==> src/hw/dpmi_pkg.sv <==
// shared constants, types and helpers for the dual-channel mac-side interface
// Notes on behaviour
// - half duplex: tx and rx together flag collision
// - 10M tx collision reported after seven bits
// - collision while receiving is reported at once
// - 10M heartbeat: pulse collision after each packet
// - carrier from squelch or signal detect
// - half duplex carrier on tx or rx
// - carrier drops at end of packet
// - rmii moves two bits per reference clock
// - separate receive valid output in rmii
// - rx error on symbol, false carrier, fifo fault
// - receive data corrupted on any error
// - 10M data every tenth reference clock in rmii or single-clock mode, every fourth in serial mode
// - fifo fault forces error, sets status bits
// - rmii start threshold sets buffer latency
// - single-clock mode threshold table
// - seven-wire serial mode, one bit at 10M
// - single-clock mode runs from reference only
// - separate tx and rx single-clock enables
// - tx and rx port mapping per channel
// - tx may take opposite channel receive data
// - rx mapping: normal, opposite, both, off
// - tx mapping: normal, opposite, cross, off
package dpmi_pkg;
    localparam logic [4:0] PBC_ADDR = 5'h17;
    localparam logic [15:0] PBC_RESET = 16'h0001;
    localparam logic [15:0] PBC_WMASK = 16'h1fe3;
    localparam int RXMAP_LSB = 11;
    localparam int TXMAP_LSB = 9;
    localparam int SER_BIT = 8;
    localparam int SCRX_BIT = 7;
    localparam int SCTX_BIT = 6;
    localparam int RMII_BIT = 5;
    localparam int OVF_BIT = 3;
    localparam int UNF_BIT = 2;
    localparam int THR_LSB = 0;
    localparam logic [1:0] MAP_NORM = 2'h0;
    localparam logic [1:0] MAP_OPP = 2'h1;
    localparam logic [1:0] MAP_ALT = 2'h2;
    localparam logic [1:0] MAP_OFF = 2'h3;
    typedef enum logic [2:0] {SRC_OWN = 3'h1, SRC_OPP = 3'h2, SRC_NONE = 3'h4} dpmi_src_type;
    typedef enum logic [2:0] {EB_IDLE = 3'h1, EB_FILL = 3'h2, EB_RUN = 3'h4} dpmi_eb_state_type;
    localparam int CLK_NS = 25;
    localparam int BIT10_NS = 100;
    localparam int BIT10_CYC = (BIT10_NS + CLK_NS - 1) / CLK_NS;
    localparam int COL_BITS = 7;
    localparam int SQE_GAP_NS = 1000;
    localparam int SQE_GAP_CYC = SQE_GAP_NS / CLK_NS;
    localparam int SQE_BITS = 10;
    localparam int CAD_10M = 10;
    localparam int CNT_W = 8;
    localparam logic [CNT_W-1:0] CNT_ONE = 8'h01;
    localparam logic [CNT_W-1:0] COL_DLY = CNT_W'(COL_BITS * BIT10_CYC);
    localparam logic [CNT_W-1:0] SQE_GAP = CNT_W'(SQE_GAP_CYC);
    localparam logic [CNT_W-1:0] SQE_END = CNT_W'(SQE_GAP_CYC + SQE_BITS * BIT10_CYC);

    // rx port source from own and opposite channel maps
    function automatic dpmi_src_type rx_src(input logic [1:0] own, input logic [1:0] opp);
        case ({own, opp})
            4'h5, 4'h6, 4'h9, 4'hd, 4'he: rx_src = SRC_OPP;
            4'h7, 4'hc, 4'hf: rx_src = SRC_NONE;
            default: rx_src = SRC_OWN;
        endcase
    endfunction

    // start threshold in dibits, rmii or single-clock table
    function automatic logic [3:0] eb_thr(input logic rmii, input logic spd, input logic [1:0] code);
        if (rmii && spd) begin
            case (code)
                2'h1: eb_thr = 4'h1;
                2'h2: eb_thr = 4'h3;
                2'h3: eb_thr = 4'h5;
                default: eb_thr = 4'h7;
            endcase
        end else if (rmii) begin
            case (code)
                2'h2: eb_thr = 4'h2;
                2'h0: eb_thr = 4'h6;
                default: eb_thr = 4'h4;
            endcase
        end else if (spd) begin
            eb_thr = code[1] == code[0] ? 4'h6 : 4'h2;
        end else begin
            eb_thr = 4'h4;
        end
    endfunction

    // cycles between data slots
    function automatic logic [CNT_W-1:0] cad_period(input logic spd, input logic ser);
        if (ser) begin
            cad_period = CNT_W'(BIT10_CYC);
        end else if (spd) begin
            cad_period = CNT_ONE;
        end else begin
            cad_period = CNT_W'(CAD_10M);
        end
    endfunction
endpackage

==> src/hw/dpmi_ebuf.sv <==
// receive elasticity buffer between recovered link clock and reference clock
`timescale 1ns/100ps
module dpmi_ebuf import dpmi_pkg::*; #(
    parameter int W = 3,
    parameter int DEPTH = 8
) (
    input wire logic core_clk_i,
    input wire logic rst_b_i,
    input wire logic lclk_i,
    input wire logic [W-1:0] ldata_i,
    input wire logic lvalid_i,
    input wire logic tick_i,
    input wire logic [3:0] thr_i,
    output logic [W-1:0] data_o,
    output logic valid_o,
    output logic unf_o,
    output logic ovf_o
);
    localparam int AW = $clog2(DEPTH);
    localparam logic [AW:0] FULL = (AW+1)'(DEPTH);
    logic [W+1:0] s1_reg, s2_reg;
    logic lprev_reg;
    logic [W-1:0] mem [DEPTH];
    logic [AW-1:0] wp_reg, wp_next, rp_reg, rp_next;
    logic [AW:0] cnt_reg, cnt_next;
    dpmi_eb_state_type st_reg, st_next;
    logic [W-1:0] data_next;
    logic valid_next, unf_next, ovf_next, wr, rd, empty, full;

    // two flops on clock, valid and data; only s2 is looked at
    always_ff @(posedge core_clk_i or negedge rst_b_i) begin
        if (!rst_b_i) begin
            s1_reg <= '0;
            s2_reg <= '0;
            lprev_reg <= 1'b0;
        end else begin
            s1_reg <= {lclk_i, lvalid_i, ldata_i};
            s2_reg <= s1_reg;
            lprev_reg <= s2_reg[W+1];
        end
    end

    // write on each rising link edge while valid is set, read on the cadence tick
    always_comb begin
        empty = cnt_reg == '0;
        full = cnt_reg == FULL;
        wr = s2_reg[W+1] && !lprev_reg && s2_reg[W];
        rd = 1'b0;
        st_next = st_reg;
        data_next = data_o;
        valid_next = valid_o;
        unf_next = 1'b0;
        ovf_next = wr && full;
        case (st_reg)
            EB_IDLE: begin
                valid_next = 1'b0;
                if (wr) begin
                    st_next = EB_FILL;
                end
            end
            EB_FILL: begin
                if (cnt_reg >= (AW+1)'(thr_i)) begin
                    st_next = EB_RUN;
                end
            end
            EB_RUN: begin
                if (tick_i && !empty) begin
                    rd = 1'b1;
                    data_next = mem[rp_reg];
                    valid_next = 1'b1;
                end else if (tick_i && s2_reg[W]) begin
                    unf_next = 1'b1;
                end else if (tick_i) begin
                    valid_next = 1'b0;
                    st_next = EB_IDLE;
                end
            end
            default: st_next = EB_IDLE;
        endcase
        wp_next = (wr && !full) ? wp_reg + 1'b1 : wp_reg;
        rp_next = rd ? rp_reg + 1'b1 : rp_reg;
        cnt_next = cnt_reg + (AW+1)'(wr && !full) - (AW+1)'(rd);
    end

    always_ff @(posedge core_clk_i or negedge rst_b_i) begin
        if (!rst_b_i) begin
            st_reg <= EB_IDLE;
            wp_reg <= '0;
            rp_reg <= '0;
            cnt_reg <= '0;
            data_o <= '0;
            valid_o <= 1'b0;
            unf_o <= 1'b0;
            ovf_o <= 1'b0;
        end else begin
            st_reg <= st_next;
            wp_reg <= wp_next;
            rp_reg <= rp_next;
            cnt_reg <= cnt_next;
            data_o <= data_next;
            valid_o <= valid_next;
            unf_o <= unf_next;
            ovf_o <= ovf_next;
        end
    end

    // storage has no reset; contents are only read once written
    always_ff @(posedge core_clk_i) begin
        if (wr && !full) begin
            mem[wp_reg] <= s2_reg[W-1:0];
        end
    end

    eb_overrun_a: assert property (@(posedge core_clk_i) disable iff (!rst_b_i)
        wr && full |=> ovf_o) else $error("overrun not flagged");
    eb_underrun_a: assert property (@(posedge core_clk_i) disable iff (!rst_b_i)
        st_reg == EB_RUN && tick_i && empty && s2_reg[W] |=> unf_o && valid_o) else $error("underrun not flagged");
endmodule

==> src/hw/dpmi_if.sv <==
// mac-side data interface: collision, carrier, cadence, buffering and port mapping
`timescale 1ns/100ps
module dpmi_if import dpmi_pkg::*; #(
    parameter int EB_DEPTH = 8
) (
    input wire logic core_clk_i,
    input wire logic rst_b_i,
    input wire logic reg_wr_i,
    input wire logic reg_rd_i,
    input wire logic reg_ch_i,
    input wire logic [4:0] reg_addr_i,
    input wire logic [15:0] reg_wdata_i,
    output logic [15:0] reg_rdata_o,
    input wire logic [1:0] ch_speed100_i,
    input wire logic [1:0] ch_full_duplex_i,
    input wire logic [1:0] ch_heartbeat_en_i,
    input wire logic [1:0] ch_squelch_ok_i,
    input wire logic [1:0] ch_signal_detect_i,
    input wire logic [1:0] ch_two_zeros_i,
    input wire logic [1:0] ch_false_carrier_i,
    input wire logic [1:0] ch_rx_lclk_i,
    input wire logic [1:0][1:0] ch_rx_data_i,
    input wire logic [1:0] ch_rx_valid_i,
    input wire logic [1:0] ch_sym_err_i,
    output logic [1:0] ch_tx_en_o,
    output logic [1:0][1:0] ch_txd_o,
    input wire logic [1:0] mac_tx_en_i,
    input wire logic [1:0][1:0] mac_txd_i,
    output logic [1:0][1:0] mac_rxd_o,
    output logic [1:0] mac_rx_dv_o,
    output logic [1:0] mac_crs_dv_o,
    output logic [1:0] mac_rx_er_o,
    output logic [1:0] mac_crs_o,
    output logic [1:0] mac_col_o
);
    logic [1:0][15:0] cfg_reg, cfg_next;
    logic [1:0] unf_reg, unf_next, ovf_reg, ovf_next;
    logic [15:0] rdata_next;
    logic [1:0] rxf_reg, rxf_next, txp_reg, txp_next, errf_reg, errf_next;
    logic [1:0][CNT_W-1:0] colc_reg, colc_next, sqec_reg, sqec_next, cad_reg, cad_next;
    logic [1:0] ctx_en_next;
    logic [1:0][1:0] ctxd_next, prxd_next;
    logic [1:0] pdv_next, pcrsdv_next, per_next, pcrs_next, pcol_next;
    logic [1:0] rmii, sctx, scrx, ser, spd, fd;
    logic [1:0][1:0] rxmap, txmap, thr;
    logic [1:0] rx_act, coll, col_c, sqe_c, crs_c, tick, ch_rxer;
    logic [1:0][2:0] eb_data;
    logic [1:0] eb_valid, eb_unf, eb_ovf;
    logic [1:0][1:0] ch_rxd;
    dpmi_src_type [1:0] psrc;

    // configuration fields
    always_comb begin
        for (int i = 0; i < 2; i++) begin
            rmii[i] = cfg_reg[i][RMII_BIT];
            sctx[i] = cfg_reg[i][SCTX_BIT];
            scrx[i] = cfg_reg[i][SCRX_BIT];
            ser[i] = cfg_reg[i][SER_BIT];
            rxmap[i] = cfg_reg[i][RXMAP_LSB +: 2];
            txmap[i] = cfg_reg[i][TXMAP_LSB +: 2];
            thr[i] = cfg_reg[i][THR_LSB +: 2];
            spd[i] = ch_speed100_i[i];
            fd[i] = ch_full_duplex_i[i];
        end
    end

    // register port; status sticky, cleared by read, a new event wins
    always_comb begin
        cfg_next = cfg_reg;
        unf_next = unf_reg | eb_unf;
        ovf_next = ovf_reg | eb_ovf;
        rdata_next = reg_rdata_o;
        if (reg_wr_i && reg_addr_i == PBC_ADDR) begin
            cfg_next[reg_ch_i] = (reg_wdata_i & PBC_WMASK) | (cfg_reg[reg_ch_i] & ~PBC_WMASK);
        end
        if (reg_rd_i) begin
            rdata_next = 16'h0000;
            if (reg_addr_i == PBC_ADDR) begin
                rdata_next = cfg_reg[reg_ch_i];
                rdata_next[UNF_BIT] = unf_reg[reg_ch_i];
                rdata_next[OVF_BIT] = ovf_reg[reg_ch_i];
                unf_next[reg_ch_i] = eb_unf[reg_ch_i];
                ovf_next[reg_ch_i] = eb_ovf[reg_ch_i];
            end
        end
    end

    always_ff @(posedge core_clk_i or negedge rst_b_i) begin
        if (!rst_b_i) begin
            cfg_reg <= {PBC_RESET, PBC_RESET};
            unf_reg <= 2'h0;
            ovf_reg <= 2'h0;
            reg_rdata_o <= 16'h0000;
        end else begin
            cfg_reg <= cfg_next;
            unf_reg <= unf_next;
            ovf_reg <= ovf_next;
            reg_rdata_o <= rdata_next;
        end
    end

    // per-channel carrier, collision, heartbeat, cadence and tx source
    always_comb begin
        for (int i = 0; i < 2; i++) begin
            rx_act[i] = spd[i] ? (ch_signal_detect_i[i] && ch_two_zeros_i[i]) : ch_squelch_ok_i[i];
            coll[i] = !fd[i] && ch_tx_en_o[i] && rx_act[i];
            // receive seen first skips the noise filter
            rxf_next[i] = rx_act[i] && (rxf_reg[i] || !ch_tx_en_o[i]);
            colc_next[i] = !coll[i] ? '0 : (colc_reg[i] == COL_DLY ? colc_reg[i] : colc_reg[i] + CNT_ONE);
            col_c[i] = coll[i] && (spd[i] || rxf_reg[i] || colc_reg[i] == COL_DLY);
            txp_next[i] = ch_tx_en_o[i];
            if (txp_reg[i] && !ch_tx_en_o[i] && !spd[i] && ch_heartbeat_en_i[i]) begin
                sqec_next[i] = CNT_ONE;
            end else if (sqec_reg[i] != '0 && sqec_reg[i] < SQE_END) begin
                sqec_next[i] = sqec_reg[i] + CNT_ONE;
            end else begin
                sqec_next[i] = '0;
            end
            sqe_c[i] = sqec_reg[i] > SQE_GAP;
            crs_c[i] = rx_act[i] || (!fd[i] && ch_tx_en_o[i]);
            tick[i] = cad_reg[i] == '0;
            // 10M slots every tenth clock in rmii or single-clock mode, every fourth clock in serial mode
            cad_next[i] = tick[i] ? cad_period(spd[i] || !(rmii[i] | sctx[i] | scrx[i]), ser[i]) - CNT_ONE
                                  : cad_reg[i] - CNT_ONE;
            ctx_en_next[i] = ch_tx_en_o[i];
            ctxd_next[i] = ch_txd_o[i];
            if (tick[i]) begin
                case (txmap[i])
                    MAP_NORM: begin
                        ctx_en_next[i] = mac_tx_en_i[i];
                        ctxd_next[i] = mac_txd_i[i];
                    end
                    MAP_OPP: begin
                        ctx_en_next[i] = mac_tx_en_i[1-i];
                        ctxd_next[i] = mac_txd_i[1-i];
                    end
                    MAP_ALT: begin
                        // cross path only when this channel runs rmii or single-clock transmit
                        ctx_en_next[i] = (rmii[i] | sctx[i]) && eb_valid[1-i];
                        ctxd_next[i] = ch_rxd[1-i];
                    end
                    default: begin
                        ctx_en_next[i] = 1'b0;
                        ctxd_next[i] = 2'h0;
                    end
                endcase
                if (ser[i]) begin
                    ctxd_next[i][1] = 1'b0;
                end
            end
            // fifo fault taints the rest of the frame
            errf_next[i] = (eb_valid[i] || eb_unf[i] || eb_ovf[i]) && (errf_reg[i] || eb_unf[i] || eb_ovf[i]);
            ch_rxer[i] = (eb_valid[i] && (eb_data[i][2] || errf_reg[i])) || ch_false_carrier_i[i];
            ch_rxd[i] = ch_rxer[i] ? ~eb_data[i][1:0] : eb_data[i][1:0];
        end
    end

    always_ff @(posedge core_clk_i or negedge rst_b_i) begin
        if (!rst_b_i) begin
            rxf_reg <= 2'h0;
            txp_reg <= 2'h0;
            errf_reg <= 2'h0;
            colc_reg <= '0;
            sqec_reg <= '0;
            cad_reg <= '0;
            ch_tx_en_o <= 2'h0;
            ch_txd_o <= '0;
        end else begin
            rxf_reg <= rxf_next;
            txp_reg <= txp_next;
            errf_reg <= errf_next;
            colc_reg <= colc_next;
            sqec_reg <= sqec_next;
            cad_reg <= cad_next;
            ch_tx_en_o <= ctx_en_next;
            ch_txd_o <= ctxd_next;
        end
    end

    // one buffer per channel; recovered clock is sampled, not used as a clock
    for (genvar g = 0; g < 2; g++) begin : g_eb
        dpmi_ebuf #(.W(3), .DEPTH(EB_DEPTH)) u_eb (
            .core_clk_i(core_clk_i),
            .rst_b_i(rst_b_i),
            .lclk_i(ch_rx_lclk_i[g]),
            .ldata_i({ch_sym_err_i[g], ch_rx_data_i[g]}),
            .lvalid_i(ch_rx_valid_i[g]),
            .tick_i(tick[g]),
            .thr_i(eb_thr(rmii[g], spd[g], thr[g])),
            .data_o(eb_data[g]),
            .valid_o(eb_valid[g]),
            .unf_o(eb_unf[g]),
            .ovf_o(eb_ovf[g])
        );
    end

    // rx port routing; an unowned port stays quiet
    always_comb begin
        for (int p = 0; p < 2; p++) begin
            psrc[p] = rx_src(rxmap[p], rxmap[1-p]);
            prxd_next[p] = 2'h0;
            pdv_next[p] = 1'b0;
            pcrsdv_next[p] = 1'b0;
            per_next[p] = 1'b0;
            pcrs_next[p] = 1'b0;
            pcol_next[p] = 1'b0;
            if (psrc[p] != SRC_NONE) begin
                for (int c = 0; c < 2; c++) begin
                    if ((c == p) == (psrc[p] == SRC_OWN)) begin
                        prxd_next[p] = ch_rxd[c];
                        if (ser[c]) begin
                            prxd_next[p][1] = 1'b0;
                        end
                        pdv_next[p] = eb_valid[c];
                        pcrsdv_next[p] = eb_valid[c] || rx_act[c];
                        per_next[p] = ch_rxer[c];
                        pcrs_next[p] = crs_c[c];
                        pcol_next[p] = col_c[c] || sqe_c[c];
                    end
                end
            end
        end
    end

    always_ff @(posedge core_clk_i or negedge rst_b_i) begin
        if (!rst_b_i) begin
            mac_rxd_o <= '0;
            mac_rx_dv_o <= 2'h0;
            mac_crs_dv_o <= 2'h0;
            mac_rx_er_o <= 2'h0;
            mac_crs_o <= 2'h0;
            mac_col_o <= 2'h0;
        end else begin
            mac_rxd_o <= prxd_next;
            mac_rx_dv_o <= pdv_next;
            mac_crs_dv_o <= pcrsdv_next;
            mac_rx_er_o <= per_next;
            mac_crs_o <= pcrs_next;
            mac_col_o <= pcol_next;
        end
    end

    for (genvar g = 0; g < 2; g++) begin : g_chk
        coll_fast_a: assert property (@(posedge core_clk_i) disable iff (!rst_b_i)
            coll[g] && spd[g] |-> col_c[g]) else $error("100M collision missed");
        coll_hold_a: assert property (@(posedge core_clk_i) disable iff (!rst_b_i)
            coll[g] && !spd[g] && !rxf_reg[g] && colc_reg[g] < COL_DLY |-> !col_c[g]) else $error("early collision");
        rx_coll_a: assert property (@(posedge core_clk_i) disable iff (!rst_b_i)
            coll[g] && rxf_reg[g] |-> col_c[g]) else $error("rx collision late");
        hb_pulse_a: assert property (@(posedge core_clk_i) disable iff (!rst_b_i)
            $fell(ch_tx_en_o[g]) && !spd[g] && ch_heartbeat_en_i[g] |-> ##40 !sqe_c[g] ##1 sqe_c[g])
            else $error("heartbeat timing wrong");
        crs_full_a: assert property (@(posedge core_clk_i) disable iff (!rst_b_i)
            fd[g] && !rx_act[g] |-> !crs_c[g]) else $error("full duplex carrier on tx");
        crs_end_a: assert property (@(posedge core_clk_i) disable iff (!rst_b_i)
            $fell(crs_c[g]) |-> !rx_act[g] && !(ch_tx_en_o[g] && !fd[g])) else $error("carrier mismatch");
        slot_10m_a: assert property (@(posedge core_clk_i) disable iff (!rst_b_i)
            tick[g] && !spd[g] && rmii[g] && !ser[g] && $stable(cfg_reg[g]) |->
            ##1 !tick[g] [*8] ##1 !tick[g] ##1 tick[g]) else $error("10M cadence wrong");
        err_frame_a: assert property (@(posedge core_clk_i) disable iff (!rst_b_i)
            eb_unf[g] |=> errf_reg[g] || !eb_valid[g]) else $error("fault not latched");
        err_corrupt_a: assert property (@(posedge core_clk_i) disable iff (!rst_b_i)
            ch_rxer[g] |-> ch_rxd[g] == ~eb_data[g][1:0]) else $error("data not corrupted");
        port_quiet_a: assert property (@(posedge core_clk_i) disable iff (!rst_b_i)
            psrc[g] == SRC_NONE |=> !mac_rx_dv_o[g] && !mac_crs_o[g] && !mac_rx_er_o[g])
            else $error("unowned port active");
    end
endmodule

==> config.mk <==
export PLATFORM = sky130hd
export DESIGN_NAME = dpmi_if
export DESIGN_NICKNAME = d
export VERILOG_FILES = /design/src/hw/dpmi_pkg.sv /design/src/hw/dpmi_ebuf.sv /design/src/hw/dpmi_if.sv
export SDC_FILE = /design/constraint.sdc
export NUM_CORES = 1
export LEC_CHECK = 0
export BUFFER_PORTS_ARGS = -buffer_cell sky130_fd_sc_hd__buf_4
export CAP_MARGIN = 20
export CORE_ASPECT_RATIO = 0.6
export CORE_MARGIN = 2
export CORE_UTILIZATION = 35
export DETAILED_ROUTE_END_ITERATION = 8
export HOLD_SLACK_MARGIN = 0.1
export SYNTH_ARGS = -nofsm -noshare
export SYNTH_HDL_FRONTEND = slang
export SYNTH_SLANG_ARGS = --single-unit
==> constraint.sdc <==
create_clock -name core_clk_i -period 6.35 [get_ports core_clk_i]
set_clock_uncertainty 0.2 [all_clocks]
set_input_delay 0.3175 -clock core_clk_i [delete_from_list [all_inputs] [get_ports core_clk_i]]
set_output_delay 0.3175 -clock core_clk_i [all_outputs]
set_load 0.005 [all_outputs]
Word-level counts from Yosys, hierarchy flattened
Memory sizes are Yosys's and may differ from the RTL's. A register that Yosys moved wholly into a read port is not among the register bits.
Index checks and enable logic that the tools add are counted.
{ "totals": {"reg_bits": 180, "out_inout_bits": 36, "mem_count": 4, "in_bits": 56, "mem_bits_rw": 48, "mem_bits_ro": 96} }
{ "mem_list": {"columns": ["name", "words", "width", "rd", "rd_clocked_by_memory_dff", "wr", "line", "text"], "rows": [
  ["(no name shown)", 16, 3, 1, 0, 0, "dpmi_pkg.sv:60", "case ({own, opp})"],
  ["(no name shown)", 16, 3, 1, 0, 0, "dpmi_pkg.sv:60", null],
  ["g_eb[0].u_eb.mem", 8, 3, 1, 1, 1, "dpmi_ebuf.sv:23", "logic [W-1:0] mem [DEPTH];"],
  ["g_eb[1].u_eb.mem", 8, 3, 1, 1, 1, "dpmi_ebuf.sv:23", null]
]} }
{ "classes": {"n_lt_le_gt_ge": 8, "bitwise": 9, "n_mux": 118, "n_addsub": 16, "n_reduce_logical": 100, "eq_ne": 43} }
{ "ops": {"columns": ["operator", "count"], "rows": [
  ["two-way mux 8 bit", 10],
  ["two-way mux 16 bit", 4],
  ["two-way mux 1 bit", 55],
  ["two-way mux 3 bit", 14],
  ["logical AND 1 bit", 40],
  ["case mux 3 bit (3 select lines)", 4],
  ["adder 8 x 1 -> 8 bit (second input constant)", 4],
  ["bitwise mux 32 bit", 1],
  ["two-way mux 4 bit", 8],
  ["subtractor 8 x 1 -> 8 bit (second input constant)", 4],
  ["logical OR 1 bit", 26],
  ["two-way mux 2 bit", 10],
  ["demux 16 bit (select 1 bit)", 1],
  ["== test 8 x 5 -> 1 bit (second input constant)", 2],
  ["greater-than comparator 8 x 6 -> 1 bit (second input constant)", 2],
  ["zero test 1 bit", 16],
  ["zero test 8 bit", 2],
  ["less-than comparator 8 x 7 -> 1 bit (second input constant)", 2],
  ["OR 13 x 16 -> 16 bit", 1],
  ["nonzero test 8 bit", 2],
  ["adder 3 x 1 -> 3 bit (second input constant)", 4],
  ["== test 2 bit (second input constant)", 6],
  ["== test 3 x 1 -> 1 bit (second input constant)", 4],
  ["inequality test 2 x 1 -> 1 bit (second input constant)", 6],
  ["other kinds (30)", 66]
]} }

Depth between registers and ports, before layout
{ "logic_depth": {"depth_word": 8, "depth_mapped": 12, "depth_no_buf": 11} }

Modules after synthesis
Synthesis repeated with hierarchy kept, for this count alone.
{ "hier_totals": {"cells_unflattened": 868, "area_unflattened_um2": 10453.8} }
{ "modules_own_cells": {"columns": ["module", "n_inst", "area_per_inst_um2", "cells_each", "seq_area_each_um2"], "rows": [
  ["dpmi_if", 1, 5906.9, 568, 3055.4],
  ["dpmi_ebuf", 2, 2273.4, 150, 1472.7]
]} }

Worst setup path after synthesis
OpenSTA, ideal clock, no wires.
{ "synth_timing": {"path_type": "reg2reg", "startpoint": "reg cad_reg[3] (netlist name)", "endpoint": "reg g_eb[0].u_eb.cnt_reg[2]", "path_buffers": 1, "setup_ns": 0.123, "slack_ns": 3.891, "t_arrival_ns": 2.136, "period_less_slack_ns": 2.459, "required_time_ns": 6.027, "path_stages_with_launch": 11, "cell_sequence": "dfrtp_1 nor4_4 nand3_2 nand2b_1 buf_6 clkinv_2 ha_1 inv_1 ha_1 fa_1 xor2_1"} }
{ "synth_between": {"elab_chain_len": 5} }
{ "synth_lines": {"columns": ["item", "line", "text"], "rows": [
  ["start: declaration", "dpmi_if.sv:40", "logic [1:0][CNT_W-1:0] colc_reg, colc_next, sqec_reg, sqec_next, cad_reg, cad_next;"],
  ["start signal: assignment", "dpmi_if.sv:174", "cad_reg <= cad_next;"],
  ["zero test 8 bit", "dpmi_if.sv:121", "tick[i] = cad_reg[i] == '0;"],
  ["logical AND 1 bit", "dpmi_ebuf.sv:67", "if (tick_i && !empty) begin"],
  ["two-way mux 1 bit", "dpmi_ebuf.sv:67", null],
  ["two-way mux 1 bit", "dpmi_ebuf.sv:54", "case (st_reg)"],
  ["named net g_eb[0].u_eb.rd", "dpmi_ebuf.sv:28", "logic valid_next, unf_next, ovf_next, wr, rd, empty, full;"],
  ["subtractor 4 x 1 -> 4 bit", "dpmi_ebuf.sv:82", "cnt_next = cnt_reg + (AW+1)'(wr && !full) - (AW+1)'(rd);"],
  ["named net g_eb[0].u_eb.cnt_next[2]", "dpmi_ebuf.sv:25", "logic [AW:0] cnt_reg, cnt_next;"],
  ["end signal: assignment", "dpmi_ebuf.sv:99", "cnt_reg <= cnt_next;"],
  ["end: declaration", "dpmi_ebuf.sv:25", null]
]} }
The timed path passes the listed nets, and every way through them passes these cells.
A chain may end at the register's enable or synchronous reset.

Worst setup path in the final report
{ "layout_timing": {"startpoint": "reg cad_reg[11] (netlist name)", "endpoint": "reg g_eb[1].u_eb.cnt_reg[3]"} }
{ "layout_between": {"elab_chain_len": 5} }
{ "layout_lines": {"columns": ["item", "line"], "rows": [
  ["zero test 8 bit", "dpmi_if.sv:121"],
  ["logical AND 1 bit", "dpmi_ebuf.sv:67"],
  ["two-way mux 1 bit", "dpmi_ebuf.sv:67"],
  ["two-way mux 1 bit", "dpmi_ebuf.sv:54"],
  ["subtractor 4 x 1 -> 4 bit", "dpmi_ebuf.sv:82"],
  ["named net g_eb[1].u_eb.cnt_next[3]", "dpmi_ebuf.sv:25"],
  ["end signal: assignment", "dpmi_ebuf.sv:99"],
  ["end: declaration", "dpmi_ebuf.sv:25"]
]} }
The timed path passes the listed nets, and every way through them passes these cells.

==> key figures <==
Outcome
  – Status: finished clean

Hold path
  – Hold WC Path Type: input port to flop
  – Worst Hold Path EP: reg_rdata_o[4]
  – WHS Path Cells: 3
  – Hold Crit Start: reg_ch_i

Global route
  – Grt peak-use layer: met1
  – Largest net degree at the start of global routing: 122
  – Met3 usage: 3.01%
  – Antenna violations before repair: 0
  – Met1 Usage GRT: 25.0%
  – Overall routing resource usage: 15.3%
  – Met2 Use GR: 20.4%
  – First-pass GRT wire length: 36.7 mm
  – Vias in the first global route: 6,631
  – Aggregate global routing overflow: 0

Setup path
  – Crit end category: flop
  – Crit Path Class: flop to flop
  – Worst r2r path cells: 9
  – Worst reg-to-reg setup slack: 3180 ps
  – WP data required: 6600 ps
  – CP startpoint kind: flop
  – Worst R2R Start: cad_reg[11]
  – R2R Path End: g_eb[1].u_eb.cnt_reg[3]
  – Crit path DAT: 3420 ps
  – Crit Path Max Fanout: 11

Die
  – DIE AREA: 30,700 µm²
  – Die height: 137 µm
  – Initial core utilization: 35.7%
  – # rows: 48
  – # IOs: 92
  – Core Region: 28,800 µm²
  – Die W: 225 µm

STA
  – Fmax: 0.315 GHz
  – Final setup violating endpoints: 0
  – Sum Neg Setup Slack: 0 ps
  – Worst rel slew slack: 27.0%
  – Min Tclk post-route: 3170 ps
  – Final hold violation count: 0
  – Worst Tran Pin Value: 1090 ps
  – Unrepaired setup endpoints after global routing: no
  – Final Max Slew Viols: 0
  – Tcrit/Tclk final: 49.9%

Power and ir drop
  – Maximum vdd drop: 0.000204 V
  – PwrDens: 336 nW/µm²
  – P_leak: 5.45 nW

Route
  – Routed len/inst: 16.6 µm
  – DRC Markers: 0
  – Initial drt markers: 462
  – DR vias/cell: 4.87
  – Vias post-DR: 6,661
  – Detailed Route WL: 22.8 mm
  – Final ANT Viol Nets: 0
  – TritonRoute pass-1 iters: 4

Synthesis
  – Prevailing post-synth register cell: dfrtp_1
  – Ys async rst share: 79.1%
  – #FFs+latches synth: 230
  – Mapped Area: 10,300 µm²
  – Synth warn: 0
  – Register area share after synthesis: 58.5%
  – Netlist cell types: 73
  – Cells after synthesis: 852
  – Syn Area/Cell: 12.0 µm²
  – Post-synth EDFFs: 48

Layout
  – Fin nets: 1,074
  – Fillers: 2,663
  – Area delta synth->final: 22.4%
  – Post-route insts no fill: 1,367
  – Ant. Diodes: 0
  – Share of layout cells above drive strength 1: 16.7%
  – Commonest non-fill, non-tap cell in the layout: dfrtp_1
  – Max reg flops: 48
  – Most frequent cells in the layout: dfrtp_1 (178), nor2_1 (90), buf_4 (85)

Clock tree
  – Clock buffer count from CTS: 24
  – H-tree lvl count: 1
  – Sink Count: 230
  – Clock Latency Late Sink: 530 ps
  – CTS tree: yes
  – CTS max path bufs: 3
  – Root Buffer: clkbuf_16
  – Clock slew at reported path FFs: 70 ps
  – Setup Buffers After CTS: 0

Flow run
  – Max-cap viol count: 0

Placement
  – Hpwl dp: 16.3 mm
  – Placed cell count: 1,281
  – GP Congestion: 0.822
  – Number of port buffers: 85
cells by family after synthesis:
family	count (synthesis)	share of synthesized area, %
mux	69	8.50
xor+xnor	39	3.40
fa+ha+maj	44	5.51
simple gates	247	12.3
compound gates	127	7.99
buf+inv	95	3.73
other cells	1	0.0366
flops	230	58.5
cell usage after synthesis, types with 3 or more instances:
library cell | number | area (µm²)
buf_1 | 4 | 15.0
mux2i_1 | 32 | 320
nand3_1 | 20 | 100
mux2_1 | 23 | 259
clkbuf_1 | 16 | 60.1
xor2_1 | 18 | 158
inv_1 | 61 | 229
o21a_1 | 4 | 30.0
and3_1 | 7 | 43.8
nor2b_1 | 6 | 37.5
o211ai_1 | 4 | 30.0
and2_1 | 3 | 18.8
ha_1 | 42 | 526
a21oi_1 | 33 | 165
or2_1 | 4 | 25.0
a211oi_1 | 8 | 60.1
a31oi_1 | 6 | 37.5
nor3_2 | 3 | 30.0
nor3b_1 | 3 | 22.5
nand3b_1 | 5 | 37.5
o22ai_1 | 16 | 100
nor2_1 | 90 | 338
nor3_1 | 22 | 110
dfstp_2 | 4 | 105
nand2b_1 | 19 | 119
xnor2_1 | 20 | 175
o21ai_0 | 8 | 40.0
mux4_2 | 12 | 270
dfrtp_1 | 178 | 4450
edfxtp_1 | 48 | 1440
buf_2 | 11 | 55.1
nand2_1 | 43 | 161
or3_1 | 4 | 25.0
o21ai_1 | 18 | 90.1
a21o_1 | 8 | 60.1
repair_timing:
| item | in CTS | in global routing |
|---|---|---|
| endpoints found under the hold margin | 183 | 0 |
| gates resized for setup | 0 | 0 |
| hold buffers | 42 | 0 |
stage by stage:
step | hold slack [ps] | instance area, µm² | setup slack (ps) | power, mW | util [%]
floorplan | -178 | 10300 | 3890 | 2.36 | -
global placement | 135 | 11200 | 3290 | 2.62 | 39.1
detailed placement | 135 | 11200 | 3200 | 2.64 | 39.1
CTS | 112 | 12600 | 3200 | 4.27 | 43.7
global route | 135 | 12600 | 2910 | 4.48 | 43.7
finish | 138 | 12600 | 3180 | 4.23 | 43.7
critical path, cell delays in order, from the launching register on:
cell and delay, ps:
dfrtp_1 420, nor3_2 310, nand4_1 250, a21oi_1 790, ha_1 280, inv_1 70
ha_1 260, a21o_1 170, a21oi_1 160, xor2_1 170
worst max path at each step:
| stage | start | to | cells after the start |
|---|---|---|---|
| 4_1_cts | cad_reg[11] | g_eb[1].u_eb.cnt_reg[3] | 9 |
| 2_1_floorplan | cad_reg[3] | g_eb[0].u_eb.cnt_reg[2] | 10 |
| 5_1_grt | g_eb[1].u_eb.st_reg[2] | g_eb[1].u_eb.cnt_reg[3] | 9 |
| 3_3_place_gp | cad_reg[11] | g_eb[1].u_eb.cnt_reg[3] | 9 |
| 3_5_place_dp | cad_reg[11] | g_eb[1].u_eb.cnt_reg[3] | 9 |
| 6_report | cad_reg[11] | g_eb[1].u_eb.cnt_reg[3] | 9 |
layer usage:
layer / routed length (µm) / up-vias
met3: 1130 / 28
li1: - / 3221
met1: 12300 / 3255
met5: 0 / -
met2: 8910 / 157
met4: 412 / 0
cell type report:
| class | instances | area, µm² | share of cell area [%] |
|---|---|---|---|
| flip-flops and latches | 230 | 6000 | 47.8 |
| multi-input cells | 528 | 3880 | 30.9 |
| clock inverters | 13 | 213 | 1.69 |
| repair buffers | 128 | 1070 | 8.54 |
| clock buffers | 31 | 693 | 5.52 |
| well taps | 375 | 469 | 3.74 |
| inverters | 62 | 234 | 1.86 |
power by group:
part | switching [mW] | internal [mW] | total (mW)
Sequential | 0.203 | 1.70 | 1.91
Combinational | 0.371 | 0.356 | 0.727
Clock | 0.608 | 0.983 | 1.59
No activity file was read; power rests on OpenSTA's default activity.
